$ cat src/logic/dli_consts.vh
// Register map, field positions and reset values of the link initiator
`ifndef DLI_CONSTS_VH
`define DLI_CONSTS_VH

// Bus address width; each register index is one aligned 32-bit word
`define DLI_AXI_ADDR_W 8
`define DLI_IDX_W 6

// Register indices (byte address is four times the index)
`define DLI_IDX_LINK_CTRL 6'h00
`define DLI_IDX_IRQ_TMO_CTRL 6'h01
`define DLI_IDX_ERR_STAT 6'h02
`define DLI_IDX_LINK_STAT 6'h03

// Link control fields
`define DLI_EN_BIT 7
`define DLI_WIDTH8_BIT 6
`define DLI_DIV_HI 1
`define DLI_DIV_LO 0

// Interrupt enable and acknowledge wait limit fields
`define DLI_IRQ_EN_BIT 7
`define DLI_LIMIT_HI 3
`define DLI_LIMIT_LO 0

// Error status fields
`define DLI_SUM_BIT 7
`define DLI_ACK_FLT_BIT 6
`define DLI_CNCL_BIT 5
`define DLI_WAIT_EXP_BIT 4
`define DLI_TGT_FLT_BIT 3
`define DLI_PAR_FLT_BIT 2
`define DLI_PAR_HI_BIT 1
`define DLI_PAR_LO_BIT 0

// Link status fields
`define DLI_EXT_IRQ_FLAG_BIT 7
`define DLI_WAITING_BIT 6

// Reset values
`define DLI_LINK_CTRL_RST 8'h00
`define DLI_IRQ_TMO_RST 8'h00
`define DLI_ERR_STAT_RST 8'h00

// Data line masks for four- and eight-line operation
`define DLI_NARROW_MASK 8'h0f
`define DLI_WIDE_MASK 8'hff

// Bus responses
`define DLI_RESP_OKAY 2'b00
`define DLI_RESP_SLVERR 2'b10

`endif

$ cat src/logic/dli_status.v
// Link initiator control, acknowledge timeout and error status registers
//
// Behaviour
// Forward external interrupt only when enabled
// Software writes zero into control bits 6:4
// Count link cycles after last transfer, time out
// Timeout sets read-only wait expired flag
// Limit zero: acknowledge right after last transfer
// Nonzero limit allows that many wait cycles
// Wait limit write-once normally, free in special
// After enable, write-once bits ignore writes
// Summary flag set by any error flag
// Writing one clears summary, zero does nothing
// Acknowledge with low data line sets fault
// Pending error cancels requests, sends idle
// Target error in acknowledge sets fault
// Detected parity error sets parity fault
// Received parity bits shown in bits 1:0
// Error flags clear with the summary flag
// Enabled link drives idle lines and clock
// External interrupt pin level readable as flag
// Restart counter each transaction, stop at acknowledge
// Status resets to zero, summary sets together
//
// Design decision made here: the AXI4-Lite slave port.
`timescale 1ns/10ps
`include "dli_consts.vh"
module dli_status (
  input wire i_core_clk,
  input wire i_reset,
  input wire [`DLI_AXI_ADDR_W-1:0] i_s_axi_awaddr,
  input wire [2:0] i_s_axi_awprot,
  input wire i_s_axi_awvalid,
  output wire o_s_axi_awready,
  input wire [31:0] i_s_axi_wdata,
  input wire [3:0] i_s_axi_wstrb,
  input wire i_s_axi_wvalid,
  output wire o_s_axi_wready,
  output wire [1:0] o_s_axi_bresp,
  output wire o_s_axi_bvalid,
  input wire i_s_axi_bready,
  input wire [`DLI_AXI_ADDR_W-1:0] i_s_axi_araddr,
  input wire [2:0] i_s_axi_arprot,
  input wire i_s_axi_arvalid,
  output wire o_s_axi_arready,
  output wire [31:0] o_s_axi_rdata,
  output wire [1:0] o_s_axi_rresp,
  output wire o_s_axi_rvalid,
  input wire i_s_axi_rready,
  input wire i_special_mode,
  input wire i_ext_irq_pin,
  output wire o_ext_irq,
  output wire o_error_irq,
  input wire i_txn_request,
  output wire o_txn_grant,
  output wire o_txn_cancel,
  input wire i_last_xfer,
  input wire i_ack_strobe,
  input wire i_target_err,
  input wire i_parity_err,
  input wire i_parity_valid,
  input wire [1:0] i_parity_bits,
  input wire [7:0] i_link_data_in,
  output wire [7:0] o_link_data_lines,
  output wire [7:0] o_link_data_oe_n,
  output wire o_link_clock_out,
  output wire o_link_tick,
  output wire o_ack_waiting,
  output wire o_wait_expired
);

  localparam IDX_HI = `DLI_AXI_ADDR_W - 1;

  // Link control state
  reg initiator_enable_ff;
  reg width8_ff;
  reg [1:0] clk_div_ff;
  // Interrupt enable and wait limit
  reg ext_irq_enable_ff;
  reg [3:0] ack_wait_limit_ff;
  // Error status flags and the external interrupt pin flag
  reg error_summary_flag_ff;
  reg ack_level_fault_flag_ff;
  reg cancelled_flag_ff;
  reg wait_expired_flag_ff;
  reg target_fault_flag_ff;
  reg parity_fault_flag_ff;
  reg received_parity_hi_ff;
  reg received_parity_lo_ff;
  reg ext_irq_flag_ff;
  // Link clock divider
  reg [1:0] div_cnt_ff;
  reg link_clock_out_ff;
  reg [1:0] nxt_div_cnt;
  // Bus slave state
  reg aw_full_ff;
  reg [`DLI_AXI_ADDR_W-1:0] aw_addr_ff;
  reg w_full_ff;
  reg [7:0] w_data_ff;
  reg w_lane0_ff;
  reg bvalid_ff;
  reg [1:0] bresp_ff;
  reg rvalid_ff;
  reg [31:0] rdata_ff;
  reg [1:0] rresp_ff;

  reg wr_hit_link;
  reg wr_hit_irq;
  reg wr_hit_stat;
  reg wr_map;
  reg [7:0] rd_val;
  reg rd_map;

  wire [`DLI_IDX_W-1:0] wr_idx;
  wire [`DLI_IDX_W-1:0] rd_idx;
  wire do_write;
  wire lane_write;
  wire wo_locked;
  wire status_clear;
  wire [7:0] used_mask;
  wire ack_fault_set;
  wire target_fault_set;
  wire cancel_set;
  wire expired_pulse;
  wire any_error_set;
  wire timer_waiting;

  // Write channel: address and data are held until both are present
  assign o_s_axi_awready = ~aw_full_ff & ~bvalid_ff;
  assign o_s_axi_wready = ~w_full_ff & ~bvalid_ff;
  assign do_write = aw_full_ff & w_full_ff & ~bvalid_ff;
  assign wr_idx = aw_addr_ff[IDX_HI:2];
  // Registers are eight bits wide, so only byte lane 0 carries a write
  assign lane_write = do_write & w_lane0_ff;
  // Once enabled in normal modes only a reset reopens the setup bits
  assign wo_locked = initiator_enable_ff & ~i_special_mode;

  // Write address decode
  always @* begin
    wr_hit_link = 1'b0;
    wr_hit_irq = 1'b0;
    wr_hit_stat = 1'b0;
    wr_map = 1'b1;
    if (wr_idx == `DLI_IDX_LINK_CTRL) begin
      wr_hit_link = 1'b1;
    end else if (wr_idx == `DLI_IDX_IRQ_TMO_CTRL) begin
      wr_hit_irq = 1'b1;
    end else if (wr_idx == `DLI_IDX_ERR_STAT) begin
      wr_hit_stat = 1'b1;
    end else if (wr_idx == `DLI_IDX_LINK_STAT) begin
      wr_map = 1'b1; // Read-only, write accepted without effect
    end else begin
      wr_map = 1'b0;
    end
  end

  // Write-one on the summary bit; zero leaves everything alone
  assign status_clear = lane_write & wr_hit_stat &
                        w_data_ff[`DLI_SUM_BIT];

  // Bus write handshake and response
  always @(posedge i_core_clk) begin
    if (i_reset) begin
      aw_full_ff <= 1'b0;
      aw_addr_ff <= {`DLI_AXI_ADDR_W{1'b0}};
      w_full_ff <= 1'b0;
      w_data_ff <= 8'h00;
      w_lane0_ff <= 1'b0;
      bvalid_ff <= 1'b0;
      bresp_ff <= `DLI_RESP_OKAY;
    end else begin
      if (i_s_axi_awvalid & o_s_axi_awready) begin
        aw_full_ff <= 1'b1;
        aw_addr_ff <= i_s_axi_awaddr;
      end
      if (i_s_axi_wvalid & o_s_axi_wready) begin
        w_full_ff <= 1'b1;
        w_data_ff <= i_s_axi_wdata[7:0];
        w_lane0_ff <= i_s_axi_wstrb[0];
      end
      if (do_write) begin
        aw_full_ff <= 1'b0;
        w_full_ff <= 1'b0;
        bvalid_ff <= 1'b1;
        bresp_ff <= wr_map ? `DLI_RESP_OKAY : `DLI_RESP_SLVERR;
      end else if (bvalid_ff & i_s_axi_bready) begin
        bvalid_ff <= 1'b0;
      end
    end
  end

  assign o_s_axi_bvalid = bvalid_ff;
  assign o_s_axi_bresp = bresp_ff;

  // Control registers; the interrupt enable stays writable at all times
  always @(posedge i_core_clk) begin
    if (i_reset) begin
      initiator_enable_ff <= |(`DLI_LINK_CTRL_RST & (8'h01 << `DLI_EN_BIT));
      width8_ff <= 1'b0;
      clk_div_ff <= 2'b00;
      ext_irq_enable_ff <= 1'b0;
      ack_wait_limit_ff <= 4'h0;
    end else begin
      if (lane_write & wr_hit_link & ~wo_locked) begin
        initiator_enable_ff <= w_data_ff[`DLI_EN_BIT];
        width8_ff <= w_data_ff[`DLI_WIDTH8_BIT];
        clk_div_ff <= w_data_ff[`DLI_DIV_HI:`DLI_DIV_LO];
      end
      if (lane_write & wr_hit_irq) begin
        ext_irq_enable_ff <= w_data_ff[`DLI_IRQ_EN_BIT];
        // Bits 6:4 are not stored and read back as zero
        if (~wo_locked) begin
          ack_wait_limit_ff <= w_data_ff[`DLI_LIMIT_HI:`DLI_LIMIT_LO];
        end
      end
    end
  end

  // Divided link clock; high phase one core cycle per period, held high at divide by one
  always @* begin
    if (div_cnt_ff == clk_div_ff) begin
      nxt_div_cnt = 2'b00;
    end else begin
      nxt_div_cnt = div_cnt_ff + 2'b01;
    end
  end

  always @(posedge i_core_clk) begin
    if (i_reset) begin
      div_cnt_ff <= 2'b00;
      link_clock_out_ff <= 1'b0;
    end else if (~initiator_enable_ff) begin
      div_cnt_ff <= 2'b00;
      link_clock_out_ff <= 1'b0;
    end else begin
      div_cnt_ff <= nxt_div_cnt;
      // Divide by one cannot toggle a flop, so it holds high
      link_clock_out_ff <= (clk_div_ff == 2'b00) |
                           (nxt_div_cnt == clk_div_ff);
    end
  end

  assign o_link_clock_out = link_clock_out_ff;
  assign o_link_tick = initiator_enable_ff &
                       (div_cnt_ff == clk_div_ff);

  // Idle command is all-zero on the used lines; unused lines float
  assign used_mask = width8_ff ? `DLI_WIDE_MASK : `DLI_NARROW_MASK;
  assign o_link_data_lines = 8'h00;
  assign o_link_data_oe_n = initiator_enable_ff ? ~used_mask :
                            8'hff;

  // Acknowledge wait supervision
  dli_ack_timer #(
    .LIMIT_W(4)
  ) u_ack_timer (
    .i_core_clk(i_core_clk),
    .i_reset(i_reset),
    .i_tick(o_link_tick),
    .i_start(i_last_xfer),
    .i_ack(i_ack_strobe),
    .i_limit(ack_wait_limit_ff),
    .o_waiting(timer_waiting),
    .o_expired(expired_pulse)
  );

  assign o_ack_waiting = timer_waiting;
  assign o_wait_expired = expired_pulse;

  // Error events seen by the flags
  assign ack_fault_set = i_ack_strobe &
                         ((i_link_data_in & used_mask) != used_mask);
  assign target_fault_set = i_ack_strobe & i_target_err;
  // A pending error turns any new request into an idle command
  assign o_txn_cancel = i_txn_request & error_summary_flag_ff;
  assign o_txn_grant = i_txn_request & ~error_summary_flag_ff &
                       initiator_enable_ff;
  assign cancel_set = o_txn_cancel;
  assign any_error_set = ack_fault_set | cancel_set | expired_pulse |
                         target_fault_set | i_parity_err;

  // Sticky flags; an event in the clearing cycle keeps its flag set
  always @(posedge i_core_clk) begin
    if (i_reset) begin
      error_summary_flag_ff <= |(`DLI_ERR_STAT_RST & (8'h01 << `DLI_SUM_BIT));
      ack_level_fault_flag_ff <= 1'b0;
      cancelled_flag_ff <= 1'b0;
      wait_expired_flag_ff <= 1'b0;
      target_fault_flag_ff <= 1'b0;
      parity_fault_flag_ff <= 1'b0;
      received_parity_hi_ff <= 1'b0;
      received_parity_lo_ff <= 1'b0;
    end else begin
      error_summary_flag_ff <= any_error_set |
        (error_summary_flag_ff & ~status_clear);
      ack_level_fault_flag_ff <= ack_fault_set |
        (ack_level_fault_flag_ff & ~status_clear);
      cancelled_flag_ff <= cancel_set |
        (cancelled_flag_ff & ~status_clear);
      wait_expired_flag_ff <= expired_pulse |
        (wait_expired_flag_ff & ~status_clear);
      target_fault_flag_ff <= target_fault_set |
        (target_fault_flag_ff & ~status_clear);
      parity_fault_flag_ff <= i_parity_err |
        (parity_fault_flag_ff & ~status_clear);
      // Parity bits track reception and are not touched by the clear
      if (i_parity_valid) begin
        received_parity_hi_ff <= i_parity_bits[1];
        received_parity_lo_ff <= i_parity_bits[0];
      end
    end
  end

  // The summary output cannot be masked here
  assign o_error_irq = error_summary_flag_ff;

  // Pin level follows the target; only the target can drop it
  always @(posedge i_core_clk) begin
    if (i_reset) begin
      ext_irq_flag_ff <= 1'b0;
    end else begin
      ext_irq_flag_ff <= i_ext_irq_pin;
    end
  end

  assign o_ext_irq = ext_irq_enable_ff & ext_irq_flag_ff;

  // Read address decode; unmapped words read zero with an error reply
  assign rd_idx = i_s_axi_araddr[IDX_HI:2];
  always @* begin
    rd_val = 8'h00;
    rd_map = 1'b1;
    if (rd_idx == `DLI_IDX_LINK_CTRL) begin
      rd_val = {initiator_enable_ff, width8_ff, 4'h0, clk_div_ff};
    end else if (rd_idx == `DLI_IDX_IRQ_TMO_CTRL) begin
      rd_val = {ext_irq_enable_ff, 3'b000, ack_wait_limit_ff};
    end else if (rd_idx == `DLI_IDX_ERR_STAT) begin
      rd_val = {error_summary_flag_ff, ack_level_fault_flag_ff,
                cancelled_flag_ff, wait_expired_flag_ff,
                target_fault_flag_ff, parity_fault_flag_ff,
                received_parity_hi_ff, received_parity_lo_ff};
    end else if (rd_idx == `DLI_IDX_LINK_STAT) begin
      rd_val = {ext_irq_flag_ff, timer_waiting, 6'h00};
    end else begin
      rd_map = 1'b0;
    end
  end

  // Read channel; data is captured at the address handshake
  assign o_s_axi_arready = ~rvalid_ff;
  always @(posedge i_core_clk) begin
    if (i_reset) begin
      rvalid_ff <= 1'b0;
      rdata_ff <= 32'h00000000;
      rresp_ff <= `DLI_RESP_OKAY;
    end else if (i_s_axi_arvalid & o_s_axi_arready) begin
      rvalid_ff <= 1'b1;
      rdata_ff <= {24'h000000, rd_val};
      rresp_ff <= rd_map ? `DLI_RESP_OKAY : `DLI_RESP_SLVERR;
    end else if (rvalid_ff & i_s_axi_rready) begin
      rvalid_ff <= 1'b0;
    end
  end

  assign o_s_axi_rvalid = rvalid_ff;
  assign o_s_axi_rdata = rdata_ff;
  assign o_s_axi_rresp = rresp_ff;

endmodule

$ cat src/logic/dli_ack_timer.v
// Acknowledge wait counter measured in link clock cycles
`timescale 1ns/10ps
module dli_ack_timer #(
  parameter LIMIT_W = 4
) (
  input wire i_core_clk,
  input wire i_reset,
  input wire i_tick,
  input wire i_start,
  input wire i_ack,
  input wire [LIMIT_W-1:0] i_limit,
  output wire o_waiting,
  output wire o_expired
);

  reg armed_ff;
  reg [LIMIT_W-1:0] cnt_ff;
  reg expired_ff;
  reg nxt_armed;
  reg [LIMIT_W-1:0] nxt_cnt;
  reg nxt_expired;

  // Restart wins over everything so a new transaction never inherits time
  always @* begin
    nxt_armed = armed_ff;
    nxt_cnt = cnt_ff;
    nxt_expired = 1'b0;
    if (i_start) begin
      nxt_armed = 1'b1;
      nxt_cnt = {LIMIT_W{1'b0}};
    end else if (armed_ff) begin
      if (i_ack) begin
        nxt_armed = 1'b0;
      end else if (i_tick) begin
        // Limit zero expires on the first link cycle without acknowledge
        if (cnt_ff == i_limit) begin
          nxt_armed = 1'b0;
          nxt_expired = 1'b1;
        end else begin
          nxt_cnt = cnt_ff + {{(LIMIT_W-1){1'b0}}, 1'b1};
        end
      end
    end
  end

  // Counter state
  always @(posedge i_core_clk) begin
    if (i_reset) begin
      armed_ff <= 1'b0;
      cnt_ff <= {LIMIT_W{1'b0}};
      expired_ff <= 1'b0;
    end else begin
      armed_ff <= nxt_armed;
      cnt_ff <= nxt_cnt;
      expired_ff <= nxt_expired;
    end
  end

  assign o_waiting = armed_ff;
  assign o_expired = expired_ff;

endmodule

$ cat config.mk
export PLATFORM = sky130hd
export DESIGN_NAME = dli_status
export DESIGN_NICKNAME = d
export VERILOG_FILES = /design/src/logic/dli_status.v /design/src/logic/dli_ack_timer.v
export VERILOG_INCLUDE_DIRS = /design/src /design/src/logic
export SDC_FILE = /design/constraint.sdc
export NUM_CORES = 1
export LEC_CHECK = 0
export ABC_AREA = 1
export BUFFER_PORTS_ARGS = -buffer_cell sky130_fd_sc_hd__buf_2
export CAP_MARGIN = 20
export CELL_PAD_IN_SITES_DETAIL_PLACEMENT = 1
export CELL_PAD_IN_SITES_GLOBAL_PLACEMENT = 2
export CORE_UTILIZATION = 20
export DETAILED_ROUTE_END_ITERATION = 8
export GPL_TIMING_DRIVEN = 1
export PLACE_DENSITY_LB_ADDON = 0.1
export SETUP_SLACK_MARGIN = 0.05
export SYNTH_ARGS = -nofsm -noshare
export SYNTH_HDL_FRONTEND = slang
export SYNTH_SLANG_ARGS = --single-unit
$ cat constraint.sdc
create_clock -name i_core_clk -period 1.3 [get_ports i_core_clk]
set_input_delay 0.065 -clock i_core_clk [delete_from_list [all_inputs] [get_ports i_core_clk]]
set_output_delay 0.065 -clock i_core_clk [all_outputs]
set_load 0.05 [all_outputs]
==> metrics.md, run 1 <==
| Metric | Value |
|---|---|
| Final #Nets | 564 |
| Hpwl dp | around 6200 µm |
| Worst path required time | 1.24 ns |
| H-tree Lvls | 2 |
| Cell area power density | between 1000 and 1500 mW/mm² |
| CP endpoint kind | primary output |
| Synthesized area | 0.00263 mm² |
| Initial DRC count | 67 |
| Largest net degree at the start of global routing | 23 |
| Power Total | 4.21 mW |
| Global Route Usage Sum | 0.118 |
| Die Span X | 117 µm |
| Type of origin of the critical path | flip-flop |
| Synth Instances | 376 |
| CORE AREA | ~0.013 mm² |
| Worst setup path class | reg -> out |
| Synthesized area per cell | 6.99 µm² |
| Residual DRC | 0 |
| Port bufs | 74 |
| CTS Root Cell | clkbuf_16 |
| Fin. max-slew vios | 0 |
| Drt wl/cell | 11.9 µm |
| Worst VDD drop | 445 µV |
| CTS Buf Count | 5 |
| Final Setup Violations | 0 |
| Vias in the first global route | ~2,500 |
| Clock skew | 0.00714 ns |
| WL final | 7760 µm |
| CTS tree | done |
| Number of synthesized flops with an enable pin | 0 |
| Die Y-Extent | 117 µm |
| Maximum clock frequency | 0.775 GHz |
| Yosys Warn Count | 0 |
| Fill cells | 1,608 |
| Initial DRT Pass Iterations | 4 |
| Synth unique cells | 29 |
| Starting density of the core | 0.207 |
| Longest Clk Path Bufs | 2 |
| Routability congestion estimate | slightly below 0.7 |
| Primary FF master, synth | dfxtp_1 |
| First-pass GRT wire length | 12,100 µm |
| Asr flop ratio synth | 0 |
| Share of layout cells above drive strength 1 | 0.389 |
| Final hold slack | 0.000708 ns |
| Status | completed |
| Antenna violations before repair | 1 |
| Hold Path Class | in -> reg |
| Unrepaired setup endpoints after global routing | yes |
| IO Pins | 148 |
| Critical path arrival | 1.22 ns |
| Clk Latency, worst-skew pair | roughly 0.30 ns |
| Grt total ovfl | 0 |
| Die area | ~0.014 mm² |
| Worst-case reg-to-reg path depth | 7 |
| Num rows | 41 |
| WHS Path Cells | 3 |
| Tmin final | 1.29 ns |
| Tcrit/Tclk final | 0.992 |
| Post-synthesis register bit count | 54 |
| Leak | ~1.8 nW |
| Hold Violations, Final | 0 |
| Synth-to-Final Area Change | 47.0% |
| Num Clock Sinks | 54 |
| Max-cap viol count | 0 |
| Clk slew on worst S/H paths | around 0.07 ns |
| Final core utilization | 0.304 |
| Critical path peak fanout | 3 |
| Antenna Nets Post-Route | 0 |
| Post-synthesis sequential area ratio | 0.411 |
| Vias | about 2,500 |
| Vias per std cell | 3.87 |
-- state kept, by name, summed over array words and instances (netlist names), 2 cells and up --
| name | flops |
|---|---|
| w_data_ff | 6 |
| u_ack_timer.cnt_ff | 4 |
| div_cnt_ff | 2 |
| aw_addr_ff | 6 |
| o_s_axi_rdata | 8 |
| ack_wait_limit_ff | 4 |
| clk_div_ff | 2 |
-- Yosys cell counts (2+ instances only) --
master    count  area share
a21oi_1      25       0.048
a31oi_1       2      0.0048
buf_1         2      0.0029
buf_4        40        0.11
clkbuf_1      4      0.0057
dfxtp_1      54        0.41
inv_1        38       0.054
nand2_1      71        0.10
nand3_1      10       0.019
nand4_1       4      0.0095
nor2_1       72        0.10
nor3_1        5      0.0095
o21ai_0      31       0.059
xnor2_1       2      0.0067
xor2_1        2      0.0067
-- report_power, final --
part / total [mW] / internal, mW / leakage (nW) / switching (mW)
combinational: 0.855 / 0.236 / 1.29 / 0.619
clock: 1.55 / 0.910 / 0.0760 / 0.645
sequential: 1.80 / 1.74 / 0.450 / 0.0663
-- critical path, stage by stage (launching register included) --
cell,delay [ns]
dfxtp_2,0.35
xnor2_2,0.19
nand2_2,0.10
nor2_4,0.14
buf_8,0.15
-- final cells by class --
type	count	area, µm²	share of cell area
timing repair buffer	110	752	0.195
antenna	1	2.50	0.000648
multi-input combinational	271	1460	0.377
sequential	54	1110	0.287
inverter	38	158	0.0408
clock buffer	5	125	0.0324
clock inverter	3	45.0	0.0117
tap	172	215	0.0557
-- routing by layer --
metal | wire length (µm) | global-route usage | vias up | share of wire
met1 | 3660 | 0.147 | 1139 | 0.47
met3 | 312 | 0.0234 | 8 | 0.040
met2 | 3650 | 0.200 | 66 | 0.47
met5 | 0 | 0 | - | 0
met4 | 141 | 0.0430 | 0 | 0.018
li1 | - | - | 1321 | -
-- path summary, 6_finish.rpt --
| kind | start | endpoint | slack, ns |
|---|---|---|---|
| worst min register to register | u_ack_timer.cnt_ff[3] | u_ack_timer.cnt_ff[3] | 0.46 |
| worst max-delay path | div_cnt_ff[1] | o_link_tick | 0.01 |
| worst min-delay path | i_parity_bits[1] | received_parity_hi_ff | 0.0007 |
| worst max register to register | o_s_axi_bvalid | ack_wait_limit_ff[0] | 0.04 |
-- logic make-up (layout without fill, tap and decap cells) --
group	count (synthesis)	count (layout)	share of synthesized area
other cells	1	35	0.00143
fa+ha+maj	1	1	0.00476
simple gates	171	171	0.273
compound gates	61	61	0.119
buf+inv	84	156	0.177
xor+xnor	4	4	0.0133
flops	54	54	0.411
-- layout by cell type (no fill, tap or decap), types with 4 or more instances in the layout --
cell type | Yosys | routed
a21oi_2 | 0 | 9
dfxtp_2 | 0 | 10
inv_2 | 0 | 4
buf_4 | 40 | 30
a21oi_1 | 25 | 16
o21ai_0 | 31 | 16
nand2_4 | 0 | 4
nand3_1 | 10 | 9
buf_8 | 0 | 6
nor2_2 | 0 | 7
buf_2 | 0 | 61
clkbuf_16 | 0 | 5
buf_6 | 0 | 7
inv_1 | 38 | 29
nand2_1 | 71 | 59
o21ai_2 | 0 | 4
nand4_1 | 4 | 4
dfxtp_1 | 54 | 40
nor2_4 | 0 | 7
dfxtp_4 | 0 | 4
nor2_1 | 72 | 58
clkinvlp_4 | 0 | 4
conb_1 | 1 | 34
o21ai_1 | 1 | 11
nand2_2 | 0 | 7
-- per-stage QoR --
| stage | cells | instance area [µm²] | TNS (ns) | setup slack (ns) |
|---|---|---|---|---|
| 3_3_place_gp | 635 | 3310 | -0.618 | -0.135 |
| 3_5_place_dp | 635 | 3310 | -1.06 | -0.131 |
| 6_report | 654 | 3860 | 0 | 0.0104 |
| 5_1_grt | 654 | 3860 | -0.425 | -0.0549 |
| 4_1_cts | 650 | 3650 | 0 | 0.0135 |
| 2_1_floorplan | 409 | 2860 | -1.03 | -0.193 |
-- timing repair --
| item | CTS | global route |
|---|---|---|
| setup buffers | 4 | 3 |
| endpoints found under the hold margin | 3 | 0 |
| gates resized for setup | 40 | 63 |
| endpoints found under the setup margin | 31 | 41 |
| hold buffers | 3 | 0 |
| pin swaps | 6 | 9 |
Note: power is estimated with default switching activity, not from simulation.
==> run 2: changes to the inputs <==
HOLD_SLACK_MARGIN = 0.02   (was unset)
==> metrics.md, run 2 (synthesis results as in run 1) <==
| Metric | Value |
|---|---|
| Worst path required time | 1.24 ns |
| Largest net degree at the start of global routing | 23 |
| Final Setup Violations | 0 |
| Initial DRT Pass Iterations | 4 |
| Clk Latency, worst-skew pair | 0.30 ns |
| Antenna violations before repair | 1 |
| Buffers and inverters on the worst path | 1 |
| WL final | approximately 7800 µm |
| Num rows | 41 |
| Hold Violations, Final | 0 |
| Starting density of the core | 0.207 |
| Global Route Usage Sum | 0.118 |
| Port bufs | between 70 and 80 |
| Crit path cell chain | xnor2_2 > nand2_2 > nor2_4 > buf_8 |
| Commonest non-fill, non-tap cell in the layout | buf_2 |
| Worst path max stage delay | 0.35 ns |
| Synth-to-Final Area Change | 48.6% |
| Clk slew on worst S/H paths | 0.07 ns |
| CP endpoint kind | primary output |
| Worst VDD drop | 445 µV |
| Final #Nets | 568 |
| Fill cells | 1,611 |
| H-tree Lvls | 2 |
| Max FFs per register | 8 |
| Critical path peak fanout | 3 |
| Tmin final | 1.29 ns |
| Antenna Nets Post-Route | 0 |
| Vias in the first global route | 2,475 |
| CTS tree | done |
| Die Span X | about 120 µm |
| Share of layout cells above drive strength 1 | 0.386 |
| Fin. max-slew vios | 0 |
| Final hold slack | 0.0293 ns |
| Leak | 1.83 nW |
| Critical path arrival | 1.22 ns |
| First-pass GRT wire length | roughly 12,000 µm |
| Final core utilization | 0.307 |
| Die area | 0.0136 mm² |
| Status | completed |
| Hpwl dp | 6180 µm |
| Drt wl/cell | 11.8 µm |
| Type of origin of the critical path | flip-flop |
| CP max stage cell | dfxtp_2 |
| Vias | approximately 2,600 |
| Tcrit/Tclk final | 0.992 |
| Die Y-Extent | 117 µm |
| Max-cap viol count | 0 |
| Cell area power density | 1080 mW/mm² |
| Hold Path Class | in -> reg |
| Initial DRC count | 63 |
| Residual DRC | 0 |
| CTS Root Cell | clkbuf_16 |
| Num Clock Sinks | 54 |
| Top delay family on crit path | flip-flops |
| Commonest cells after routing, fill and taps aside | buf_2 (61), nand2_1 (59), nor2_1 (58), dfxtp_1 (40), conb_1 (34) |
| Routability congestion estimate | 0.683 |
| Vias per std cell | 3.88 |
| IO Pins | 148 |
| Grt total ovfl | 0 |
| Worst setup path class | reg -> out |
| Unrepaired setup endpoints after global routing | yes |
| CORE AREA | 0.0127 mm² |
| Clock skew | 0.00714 ns |
| CTS Buf Count | 5 |
| Longest Clk Path Bufs | 2 |
| Maximum clock frequency | 0.775 GHz |
-- run 2: per-layer routing --
layer | vias up | track usage | share of wire
met4 | 0 | 0.0430 | 0.018
li1 | 1329 | - | -
met2 | 66 | 0.202 | 0.47
met3 | 8 | 0.0234 | 0.041
met1 | 1153 | 0.147 | 0.47
met5 | - | 0 | 0
-- run 2: area by class of cell --
class / instances / area, µm² / share of cell area
diodes: 1 / 2.50 / 0.000641
clock buffers: 5 / 125 / 0.0321
clock inverters: 3 / 45.0 / 0.0115
inverters: 38 / 158 / 0.0404
multi-input cells: 271 / 1460 / 0.373
flip-flops and latches: 54 / 1110 / 0.284
well taps: 172 / 215 / 0.0551
repair buffers: 114 / 792 / 0.203
-- run 2: worst reg2reg max path: stages (launching register included) --
cell      delay, ns
dfxtp_4        0.36
inv_4          0.06
nand3_4        0.07
nor3_4         0.17
buf_6          0.17
nand3b_4       0.14
o21ai_1        0.15
nor2_1         0.05
-- run 2: final timing paths --
| check | slack, ns | cells past startpoint | start | endpoint |
|---|---|---|---|---|
| worst max-delay path | 0.01 | 4 | div_cnt_ff[1] | o_link_tick |
| worst min-delay path | 0.03 | 3 | i_s_axi_wdata[2] | w_data_ff[2] |
| worst max register to register | 0.04 | 7 | o_s_axi_bvalid | ack_wait_limit_ff[0] |
| worst min register to register | 0.46 | 2 | u_ack_timer.cnt_ff[3] | u_ack_timer.cnt_ff[3] |
-- run 2: through the flow --
step | setup TNS (ns) | setup slack, ns | std cells | power (mW) | instance area (µm²)
after floorplan | -1.03 | -0.193 | 409 | 2.50 | 2860
after global placement | -0.618 | -0.135 | 635 | 2.64 | 3310
after detailed placement | -1.06 | -0.131 | 635 | 2.65 | 3310
after CTS | 0 | 0.0135 | 654 | 4.27 | 3690
after global routing | -0.425 | -0.0549 | 658 | 4.46 | 3900
final | 0 | 0.0104 | 658 | 4.22 | 3900
-- run 2: what timing repair did --
| action | 4_1_cts | 5_1_grt |
|---|---|---|
| pin swaps | 6 | 9 |
| endpoints found under the hold margin | 7 | 0 |
| gates resized for setup | 40 | 63 |
| endpoints found under the setup margin | 31 | 41 |
| buffers inserted | 4 | 3 |
| hold buffers | 7 | 0 |
| gates cloned | 0 | 0 |
-- run 2: power by group --
part / switching [mW] / internal, mW / total (mW)
sequential: 0.0664 / 1.74 / 1.80
clock: 0.645 / 0.910 / 1.55
combinational: 0.621 / 0.244 / 0.864
